<file path="src/hw/aodm_pkg.sv">
// shared constants and types for the converter output demultiplexer
package aodm_pkg;

  // wishbone register byte offsets
  localparam logic [3:0] REG_STATUS = 4'h0;
  localparam logic [3:0] REG_MASK = 4'h4;
  localparam logic [3:0] REG_INFO = 4'h8;

  // status and mask bit positions
  localparam int EV_OVER_RANGE = 0;
  localparam int EV_RESET_OUT = 1;
  localparam int EV_PATTERN_WRAP = 2;
  localparam int EV_BITS = 3;

  // reset values and last pattern state
  localparam logic [2:0] MASK_RESET = 3'h0;
  localparam logic [7:0] PATTERN_SEED = 8'h01;
  localparam logic [7:0] PATTERN_LAST = 8'h80;

  // synchronised pin positions
  localparam int PIN_SCLK = 0;
  localparam int PIN_DRST = 1;
  localparam int PIN_DBL = 2;
  localparam int PIN_QUAD = 3;
  localparam int PIN_PRN = 4;
  localparam int PIN_BITS = 5;

  // pipeline latencies in whole sample clocks, plus one half
  localparam int LAT_A = 10;
  localparam int LAT_B = 9;
  localparam int LAT_C = 8;
  localparam int LAT_D = 7;
  localparam int HIST_DEPTH = 11;
  localparam int LANES = 4;

  // counter values loaded at the release edge of the demux reset
  localparam logic [1:0] PHASE_AT_RELEASE = 2'h1;
  localparam logic [3:0] DCO_AT_RELEASE = 4'h9;

  // codes forced on range overflow
  localparam logic [7:0] CODE_FULL = 8'hff;
  localparam logic [7:0] CODE_ZERO = 8'h00;

  typedef enum logic [1:0] {
    MODE_BASE,
    MODE_DOUBLE,
    MODE_QUAD
  } aodm_mode_t;

endpackage

</file>
<file path="src/hw/aodm_demux.sv">
// output demultiplexer, test pattern source and wishbone status port
//
// How it works
// - four 8-bit lanes carry successive samples
// - lanes load at quarter rate; data clock at quarter, eighth, sixteenth rate
// - lane latencies 10.5, 9.5, 8.5, 7.5 clocks
// - 8-bit feedback shift register, 255 states
// - pattern replaces converter data while selected
// - pattern follows fixed sequence, then repeats
// - saturate to all ones or zeros, flag set
// - codes pass as offset binary
// - sample taken on sample clock rising edge
// - lane data changes every four samples, on data clock rise in base mode
// - demux reset holds the phase at zero and freezes the lanes
// - reset output for downstream demux alignment
// - mode decode: base, double, quad
// - over-range flag aligned with lane data
// - reset output 7.5 clocks after release
//
// timing overview
// - every converter side pin passes two flops before use
// - the sample clock is found by edge detection on clk_i
// - clk_i must run well above twice the sample clock rate
// - a sample rise shifts one word into the history line
// - each history word is nine bits: range flag and code
// - history depth covers the oldest lane plus one
// - lane words leave at a sample fall, hence the half clock
// - lane d takes history slot 7, lane a slot 10
// - so a lane load always holds four consecutive samples
// - lanes load only when the two-bit phase reads zero
// - phase and data clock counter step at sample rises
//
// demux reset
// - demux reset is looked at on sample rises, and at falls to stop lane loads
// - while it stands, the phase is held at zero
// - lanes keep their last words, no load happens
// - the data clock counter keeps running throughout
// - at the release rise the phase is loaded to one
// - the data clock counter is loaded to nine there
// - a marker enters the history line at that rise
// - the marker reaches slot 7 seven rises later
// - at the fall after it, lanes load and data clock rises
// - reset out is high while the marker sits in slots 7..10
// - that gives a pulse of four sample clocks
// - downstream parts see it aligned to lane d data
//
// rate modes
// - lanes load every four samples in every mode
// - only the data clock period follows the mode
// - base: four samples, double: eight, quad: sixteen
// - the capture side latches on every data clock rise
// - mode pins are static; a change mid-run is not aligned
//
// pattern source
// - eight-bit register, steps once per sample rise
// - steps only while pattern select is high
// - holds its value otherwise, demux reset leaves it
// - system reset loads the seed value one
// - the last state steps back to the seed
// - pattern words never carry the range flag
//
// range handling
// - positive overflow wins when both overflow pins stand
// - saturated words carry the flag into the history
// - the lane flag is the or of the four loaded flags
//
// register port
// - classic wishbone, one wait state, ack for one cycle
// - status bits are sticky and cleared by a status read
// - an event in the clearing cycle stays set
// - interrupt is a flop of status and mask
// - unmapped offsets read as zero, writes need byte lane 0
// - the info word shows pins, phase and pattern register
`timescale 1ns/1ps
`default_nettype none

module aodm_demux (
  input wire logic clk_i, // 200 MHz system clock
  input wire logic srst_i, // synchronous reset, high
  // converter side pins, asynchronous
  input wire logic sample_clock_i, // true sample clock
  input wire logic [7:0] quant_code_i, // quantizer code
  input wire logic over_pos_i, // at or above +full scale
  input wire logic over_neg_i, // below -full scale
  input wire logic demux_reset_i, // demux reset in
  input wire logic double_rate_select_i, // rate select
  input wire logic quad_rate_select_i, // rate select
  input wire logic test_pattern_select_i, // pattern on
  // lane outputs
  output logic [7:0] lane_a_o, // oldest sample
  output logic [7:0] lane_b_o, // lane b
  output logic [7:0] lane_c_o, // lane c
  output logic [7:0] lane_d_o, // newest sample
  output logic over_range_flag_o, // any lane out of range
  output logic data_clock_out_o, // forwarded data clock
  output logic demux_reset_out_o, // aligned reset out
  // wishbone classic slave
  input wire logic wb_cyc_i, // cycle
  input wire logic wb_stb_i, // strobe
  input wire logic wb_we_i, // write enable
  input wire logic [3:0] wb_adr_i, // byte address
  input wire logic [3:0] wb_sel_i, // byte lanes
  input wire logic [31:0] wb_dat_i, // write data
  output logic [31:0] wb_dat_o, // read data
  output logic wb_ack_o, // acknowledge
  output logic irq_o // level interrupt
);

  typedef struct packed {
    logic [aodm_pkg::PIN_BITS-1:0] pin_s1;
    logic [aodm_pkg::PIN_BITS-1:0] pin_s2;
    logic [7:0] code_s1;
    logic [7:0] code_s2;
    logic [1:0] ovr_s1;
    logic [1:0] ovr_s2;
    logic sclk_prev;
    logic drst_prev;
    logic [aodm_pkg::HIST_DEPTH-1:0][8:0] hist;
    logic [aodm_pkg::HIST_DEPTH-1:0] mark;
    logic [1:0] phase;
    logic [3:0] dco_cnt;
    logic [7:0] prn;
    logic [aodm_pkg::LANES-1:0][7:0] lane;
    logic flag;
    logic dco;
    logic rst_out;
    logic [aodm_pkg::EV_BITS-1:0] status;
    logic [aodm_pkg::EV_BITS-1:0] mask;
    logic ack;
    logic [31:0] dat;
    logic irq;
  } aodm_state_t;

  aodm_state_t st;
  aodm_state_t next_st;

  // mode decode; quad select ignored in base mode
  function automatic aodm_pkg::aodm_mode_t decode_mode(input logic dbl,
                                                       input logic quad);
    if (!dbl) begin
      decode_mode = aodm_pkg::MODE_BASE;
    end else if (!quad) begin
      decode_mode = aodm_pkg::MODE_DOUBLE;
    end else begin
      decode_mode = aodm_pkg::MODE_QUAD;
    end
  endfunction

  // data clock level: high in the first half of each period
  function automatic logic dco_level(input logic [3:0] cnt,
                                     input aodm_pkg::aodm_mode_t mode);
    unique case (mode)
      aodm_pkg::MODE_BASE: dco_level = ~cnt[1];
      aodm_pkg::MODE_DOUBLE: dco_level = ~cnt[2];
      aodm_pkg::MODE_QUAD: dco_level = ~cnt[3];
      default: dco_level = ~cnt[1];
    endcase
  endfunction

  // one step of the pattern register, taps 8,6,5,4
  function automatic logic [7:0] prn_step(input logic [7:0] v);
    prn_step = {v[6:0], v[7] ^ v[5] ^ v[4] ^ v[3]};
  endfunction

  // read data for a register offset; unmapped reads as zero
  function automatic logic [31:0] read_word(input logic [3:0] adr,
                                            input aodm_state_t s);
    read_word = 32'h0;
    unique case (adr)
      aodm_pkg::REG_STATUS: read_word[2:0] = s.status;
      aodm_pkg::REG_MASK: read_word[2:0] = s.mask;
      aodm_pkg::REG_INFO: read_word = {16'h0, s.prn,
                                       2'h0, s.phase,
                                       s.pin_s2[aodm_pkg::PIN_PRN],
                                       s.pin_s2[aodm_pkg::PIN_DRST],
                                       s.pin_s2[aodm_pkg::PIN_QUAD],
                                       s.pin_s2[aodm_pkg::PIN_DBL]};
      default: read_word = 32'h0;
    endcase
  endfunction

  logic sclk_rise;
  logic sclk_fall;
  logic drst_now;
  logic drst_release;
  logic [8:0] conv_word;
  logic [8:0] taken_word;
  logic lane_update;
  logic [aodm_pkg::EV_BITS-1:0] events;
  logic wb_take;
  logic status_read;
  aodm_pkg::aodm_mode_t mode;

  // edge finding on the synchronised sample clock
  assign sclk_rise = st.pin_s2[aodm_pkg::PIN_SCLK] & ~st.sclk_prev;
  assign sclk_fall = ~st.pin_s2[aodm_pkg::PIN_SCLK] & st.sclk_prev;
  assign drst_now = st.pin_s2[aodm_pkg::PIN_DRST];
  // release seen at the first sample rise with reset low
  assign drst_release = sclk_rise & st.drst_prev & ~drst_now;
  assign mode = decode_mode(st.pin_s2[aodm_pkg::PIN_DBL],
                            st.pin_s2[aodm_pkg::PIN_QUAD]);
  // lanes only move at phase zero; held while demux reset is in
  assign lane_update = sclk_fall & (st.phase == 2'h0) & ~drst_now;

  // converter word: offset binary passes straight, overflow saturates
  always_comb begin
    if (st.ovr_s2[0]) begin
      conv_word = {1'b1, aodm_pkg::CODE_FULL};
    end else if (st.ovr_s2[1]) begin
      conv_word = {1'b1, aodm_pkg::CODE_ZERO};
    end else begin
      conv_word = {1'b0, st.code_s2};
    end
  end

  // pattern word carries no over-range flag
  assign taken_word = st.pin_s2[aodm_pkg::PIN_PRN] ?
                      {1'b0, st.prn} : conv_word;

  // wishbone handshake, one wait state then ack
  assign wb_take = wb_cyc_i & wb_stb_i & ~st.ack;
  assign status_read = wb_take & ~wb_we_i &
                       (wb_adr_i == aodm_pkg::REG_STATUS);

  // hardware events feeding the sticky status bits
  always_comb begin
    events = '0;
    events[aodm_pkg::EV_OVER_RANGE] = lane_update &
      (st.hist[aodm_pkg::LAT_A][8] | st.hist[aodm_pkg::LAT_B][8] |
       st.hist[aodm_pkg::LAT_C][8] | st.hist[aodm_pkg::LAT_D][8]);
    events[aodm_pkg::EV_RESET_OUT] = sclk_fall & ~st.rst_out &
      (|st.mark[aodm_pkg::LAT_A:aodm_pkg::LAT_D]);
    events[aodm_pkg::EV_PATTERN_WRAP] = sclk_rise &
      st.pin_s2[aodm_pkg::PIN_PRN] & (st.prn == aodm_pkg::PATTERN_LAST);
  end

  // whole next state
  always_comb begin
    next_st = st;

    // two-flop synchronisers for every converter side pin
    next_st.pin_s1 = {test_pattern_select_i, quad_rate_select_i,
                      double_rate_select_i, demux_reset_i,
                      sample_clock_i};
    next_st.pin_s2 = st.pin_s1;
    next_st.code_s1 = quant_code_i;
    next_st.code_s2 = st.code_s1;
    next_st.ovr_s1 = {over_neg_i, over_pos_i};
    next_st.ovr_s2 = st.ovr_s1;
    next_st.sclk_prev = st.pin_s2[aodm_pkg::PIN_SCLK];

    // rising sample edge: take the sample, advance counters
    if (sclk_rise) begin
      next_st.drst_prev = drst_now;
      next_st.hist = {st.hist[aodm_pkg::HIST_DEPTH-2:0],
                      taken_word};
      next_st.mark = {st.mark[aodm_pkg::HIST_DEPTH-2:0],
                      drst_release};
      if (st.pin_s2[aodm_pkg::PIN_PRN]) begin
        next_st.prn = prn_step(st.prn);
      end
      if (drst_now) begin
        next_st.phase = 2'h0;
      end else if (drst_release) begin
        next_st.phase = aodm_pkg::PHASE_AT_RELEASE;
      end else begin
        next_st.phase = st.phase + 2'h1;
      end
      // data clock counter never stops, only realigned at release
      if (drst_release) begin
        next_st.dco_cnt = aodm_pkg::DCO_AT_RELEASE;
      end else begin
        next_st.dco_cnt = st.dco_cnt + 4'h1;
      end
    end

    // falling sample edge: half-clock output timing
    if (sclk_fall) begin
      next_st.dco = dco_level(st.dco_cnt, mode);
      // reset out spans one lane period, starting with lane d
      next_st.rst_out =
        |st.mark[aodm_pkg::LAT_A:aodm_pkg::LAT_D];
    end

    // lanes change every four samples, with the data clock rise in base mode
    if (lane_update) begin
      next_st.lane[0] = st.hist[aodm_pkg::LAT_A][7:0];
      next_st.lane[1] = st.hist[aodm_pkg::LAT_B][7:0];
      next_st.lane[2] = st.hist[aodm_pkg::LAT_C][7:0];
      next_st.lane[3] = st.hist[aodm_pkg::LAT_D][7:0];
      next_st.flag = events[aodm_pkg::EV_OVER_RANGE];
    end

    // bus access; status read clears, but a new event wins
    next_st.ack = wb_take;
    if (wb_take) begin
      next_st.dat = read_word(wb_adr_i, st);
      if (wb_we_i && wb_sel_i[0] &&
          wb_adr_i == aodm_pkg::REG_MASK) begin
        next_st.mask = wb_dat_i[aodm_pkg::EV_BITS-1:0];
      end
    end
    if (status_read) begin
      next_st.status = events;
    end else begin
      next_st.status = st.status | events;
    end
    next_st.irq = |(next_st.status & next_st.mask);

    if (srst_i) begin
      next_st = '0;
      next_st.prn = aodm_pkg::PATTERN_SEED;
      next_st.mask = aodm_pkg::MASK_RESET;
    end
  end

  // single state register
  always_ff @(posedge clk_i) begin
    st <= next_st;
  end

  // outputs are struct flops
  assign lane_a_o = st.lane[0];
  assign lane_b_o = st.lane[1];
  assign lane_c_o = st.lane[2];
  assign lane_d_o = st.lane[3];
  assign over_range_flag_o = st.flag;
  assign data_clock_out_o = st.dco;
  assign demux_reset_out_o = st.rst_out;
  assign wb_dat_o = st.dat;
  assign wb_ack_o = st.ack;
  assign irq_o = st.irq;

endmodule

`default_nettype wire

</file>
<file path="config.mk">
export PLATFORM = sky130hd
export DESIGN_NAME = aodm_demux
export DESIGN_NICKNAME = d
export VERILOG_FILES = /design/src/hw/aodm_pkg.sv /design/src/hw/aodm_demux.sv
export SDC_FILE = /design/constraint.sdc
export NUM_CORES = 1
export LEC_CHECK = 0
export BUFFER_PORTS_ARGS = -buffer_cell sky130_fd_sc_hd__clkbuf_2
export CORE_ASPECT_RATIO = 0.9
export CORE_MARGIN = 2
export CORE_UTILIZATION = 60
export CTS_BUF_LIST = sky130_fd_sc_hd__clkbuf_8
export CTS_CLUSTER_SIZE = 24
export DETAILED_ROUTE_END_ITERATION = 6
export HOLD_SLACK_MARGIN = 0.12
export PLACE_DENSITY = 0.84
export RECOVER_POWER = 50
export SYNTH_ARGS = -nofsm -noshare
export SYNTH_HDL_FRONTEND = slang
export SYNTH_SLANG_ARGS = --single-unit
</file>
<file path="constraint.sdc">
create_clock -name clk_i -period 4.9 [get_ports clk_i]
set_clock_uncertainty 0.05 [all_clocks]
set_input_delay 0.735 -clock clk_i [delete_from_list [all_inputs] [get_ports clk_i]]
set_output_delay 0.735 -clock clk_i [all_outputs]
set_load 0.05 [all_outputs]
</file>
==> results.py <==
metrics = {
    "outcome": {
        "status": "complete, but fails checks",
        "failing_checks": "max-capacitance violations, max-slew violations",
    },
    "placement": {
        "placedInstanceArea_um2": 7990,
        "portBuffers": 78,
        "place_inst": 1084,
        "hpwl_mm": 8.48,
        "place.gp.congestion": 0.828,
    },
    "floorplan": {
        "die-area_um2": 14200,
        "die_y_um": 113,
        "die_width_um": 126,
        "io-pin-count": 129,
        "core.rowCount": 39,
        "floorplan.initialDensity_pct": 62.1,
        "fp.coreArea_um2": 12800,
    },
    "synthesis": {
        "yosysUniqueCellTypes": 44,
        "synthesis.instances": 945,
        "synth.cell_area_um2": 7970,
        "synth.top_cells.by_area": "sky130_fd_sc_hd__dfxtp_1, sky130_fd_sc_hd__nand2_1, sky130_fd_sc_hd__a21oi_1",
        "seq_area_frac_synth_pct": 53.5,
        "yosys_register_bits": 213,
        "synth_top_cell_by_area": "sky130_fd_sc_hd__dfxtp_1",
        "synthesis.yosys.warnings": 0,
        "yosysTopAreaCellShare_pct": 53.5,
        "syn_area_per_cell_um2": 8.44,
    },
    "route": {
        "vias_per_cell": 5.24,
        "remaining_drc_errors": 0,
        "drt_pre_antenna_iters": 4,
        "detailedRoute.firstIterationViolations": 518,
        "avgRoutedWirePerCell_um": 12.5,
        "num_vias": 5934,
        "routed_wl_mm": 14.2,
        "ant_nets": 0,
    },
    "power_and_ir_drop": {
        "cellLeakagePower_nw": 3.05,
        "power.density_cell_area_nw_per_um2": 371,
        "ir_drop_uv": 260,
        "finalPower_mw": 3.15,
    },
    "min_path": {
        "hold_worst_path_end": "st[228]$_SDFF_PP0_",
        "worstHoldPathCells": 2,
        "worst_min_path_start": "double_rate_select_i",
        "timing.hold.worst.class": "in2reg",
    },
    "global_routing": {
        "grt_use_total_pct": 19.6,
        "first_global_vias": 5304,
        "grt_start_max_net_pins": 128,
        "grt_pass1_wl_mm": 24.0,
        "number_of_antenna_violations_at_the_first_check_in_global_routing": 0,
        "globalRoute.totalOverflow": 0,
    },
    "sta": {
        "final_period_minus_worst_setup_slack_ns": 2.71,
        "rsz0062_at_grt": "false",
        "setup_total_negative_slack_ns": 0,
        "timing.final.hold_violations": 0,
        "slew_at_the_pin_with_the_worst_max_slew_slack_ns": 2.43,
        "max_freq_mhz": 369,
        "setup_violations": 0,
        "min_period_over_period_pct": 55.3,
        "max-slew-margin-rel_pct": -62.1,
        "timing_max_transition_violations_final": 127,
    },
    "clock_network": {
        "cts-root-to-sink-buffers": 3,
        "postCtsSetupBuffers": 0,
        "cts_htree_levels": 1,
        "cts-hold-fix-buffers": 0,
        "clock-root-buffer": "sky130_fd_sc_hd__clkbuf_8",
        "cts_made_buffers": 31,
        "clock_sink_count": 213,
        "clkTransAtPathRegs_ns": 0.06,
        "clk-insertion-delay-late_ns": 0.54,
        "tritoncts": "yes",
        "post_cts_resize_count": 0,
    },
    "setup_path": {
        "critPathArrivalTime_ns": 3.09,
        "worst_setup_path_end_kind": "flip-flop",
        "crit_type": "in2reg",
        "reg2reg_depth": 4,
        "cp.required_ns": 5.28,
        "crit_path_start": "srst_i",
        "reg2reg_to": "st[76]$_SDFFE_PP0P_",
        "cp_max_fo": 127,
        "reg2reg_slack_ns": 2.52,
        "setup.worst_path.start_class": "primary input",
        "launch_instance_of_the_worst_register_to_register_path": "st[221]$_SDFF_PP0_",
    },
    "cells_and_area": {
        "finish.instance_area_um2": 8500,
        "layout-drive-gt1-share_pct": 10.6,
        "finalNetCount": 1015,
        "final_util_pct": 66.2,
        "layout-area-overhead-vs-synth_pct": 6.62,
        "n_antenna_cell": 0,
        "final_non_filler_cells": 1133,
        "n_fill_cell": 1063,
    },
    "run": {
        "cap_violations": 1,
    },
}
cells by family after synthesis:
group / synth area share (%)
fa+ha+maj: 0.314
buf+inv: 9.37
flops: 53.5
compound gates: 13.6
xor+xnor: 0.330
simple gates: 21.2
other cells: 0.0470
mux: 1.66
per-layer routing:
| layer | vias up | wire (um) | track usage [%] |
|---|---|---|---|
| met5 | - | 0 | 0 |
| met4 | 0 | 233 | 5.48 |
| met2 | 142 | 6720 | 33.1 |
| met3 | 26 | 753 | 3.59 |
| met1 | 2732 | 6510 | 26.0 |
| li1 | 3034 | - | - |
worst max path at each step:
| stage | endpoint | slack (ns) | cells after the start |
|---|---|---|---|
| CTS | irq_o$_SDFF_PP0_ | 2.54 | 5 |
| floorplan | irq_o$_SDFF_PP0_ | 2.83 | 5 |
| detailed placement | irq_o$_SDFF_PP0_ | 2.55 | 5 |
| finish | irq_o$_SDFF_PP0_ | 2.19 | 3 |
| global route | irq_o$_SDFF_PP0_ | 1.98 | 3 |
| global placement | irq_o$_SDFF_PP0_ | 2.58 | 5 |
worst max-delay path: stages:
cell and delay (ns):
sky130_fd_sc_hd__clkbuf_2 1.69, sky130_fd_sc_hd__a221oi_1 0.23, sky130_fd_sc_hd__a221o_1 0.39
through the flow:
stage | hold slack [ns] | worst slack, ns
floorplan | 0.364 | 2.83
CTS | 0.336 | 2.54
global placement | 0.367 | 2.58
detailed placement | 0.370 | 2.55
finish | 0.357 | 2.19
global route | 0.347 | 1.98
layout by cell type (no fill, tap or decap), types with 5 or more instances in the layout:
cell type                  synthesis  layout
sky130_fd_sc_hd__nand2_1         280     280
sky130_fd_sc_hd__dfxtp_1         213     213
sky130_fd_sc_hd__a21oi_1         151     151
sky130_fd_sc_hd__clkbuf_2          0      49
sky130_fd_sc_hd__nor2b_1          46      45
sky130_fd_sc_hd__clkbuf_8          0      36
sky130_fd_sc_hd__nor2_1           34      34
sky130_fd_sc_hd__clkbuf_1         47      29
sky130_fd_sc_hd__conb_1            1      18
sky130_fd_sc_hd__inv_1             4      15
sky130_fd_sc_hd__a22oi_1          15      15
sky130_fd_sc_hd__mux2i_1          11      11
sky130_fd_sc_hd__nand2b_1         10       9
sky130_fd_sc_hd__o311ai_0          8       8
sky130_fd_sc_hd__nor3_1            5       5
sky130_fd_sc_hd__buf_4            64       5
layout make-up:
type / count / area [um2] / area share [%]
Timing Repair Buffer: 84 / 412 / 4.84
Tap cell: 164 / 205 / 2.41
Clock buffer: 36 / 495 / 5.83
Sequential cell: 213 / 4260 / 50.2
Inverter: 4 / 15.0 / 0.177
Clock inverter: 13 / 53.8 / 0.633
Multi-Input combinational cell: 619 / 3050 / 35.9
cell usage after synthesis (all sizes together):
library cell and number:
dfxtp 213, and4b 1, inv 4, buf 79
o21ai 2, o2bb2ai 3, nand3 1, a21oi 151
a221o 1, nor2 34, mux2i 11, o311ai 8
nor4bb 1, nor3 5, o41ai 1, conb 1
nor4b 1, nand4 2, a211o 1, and3 3
a31o 1, clkbuf 47, nand2b 10, ha 2
xnor2 3, a211oi 3, nor4 2, or4 1
a221oi 2, nand3b 3, mux2 2, nand2 280
nor2b 46, o31ai 3, or3 1, and3b 1
a22oi 15
state kept, by name, summed over array words and instances, names as in the netlist:
| register | count |
|---|---|
| data_clock_out_o | 1 |
| demux_reset_out_o | 1 |
| drst_now | 1 |
| irq_o | 1 |
| lane_a_o | 8 |
| lane_b_o | 8 |
| lane_c_o | 8 |
| lane_d_o | 8 |
| over_range_flag_o | 1 |
| st | 161 |
| wb_ack_o | 1 |
| wb_dat_o | 14 |
power breakdown:
group	total (mW)	switching, mW	internal, mW
registers	1.76	0.0105	1.75
logic	0.134	0.104	0.0299
clock network	1.26	0.600	0.655
Note: power is estimated with default switching activity, not from simulation.
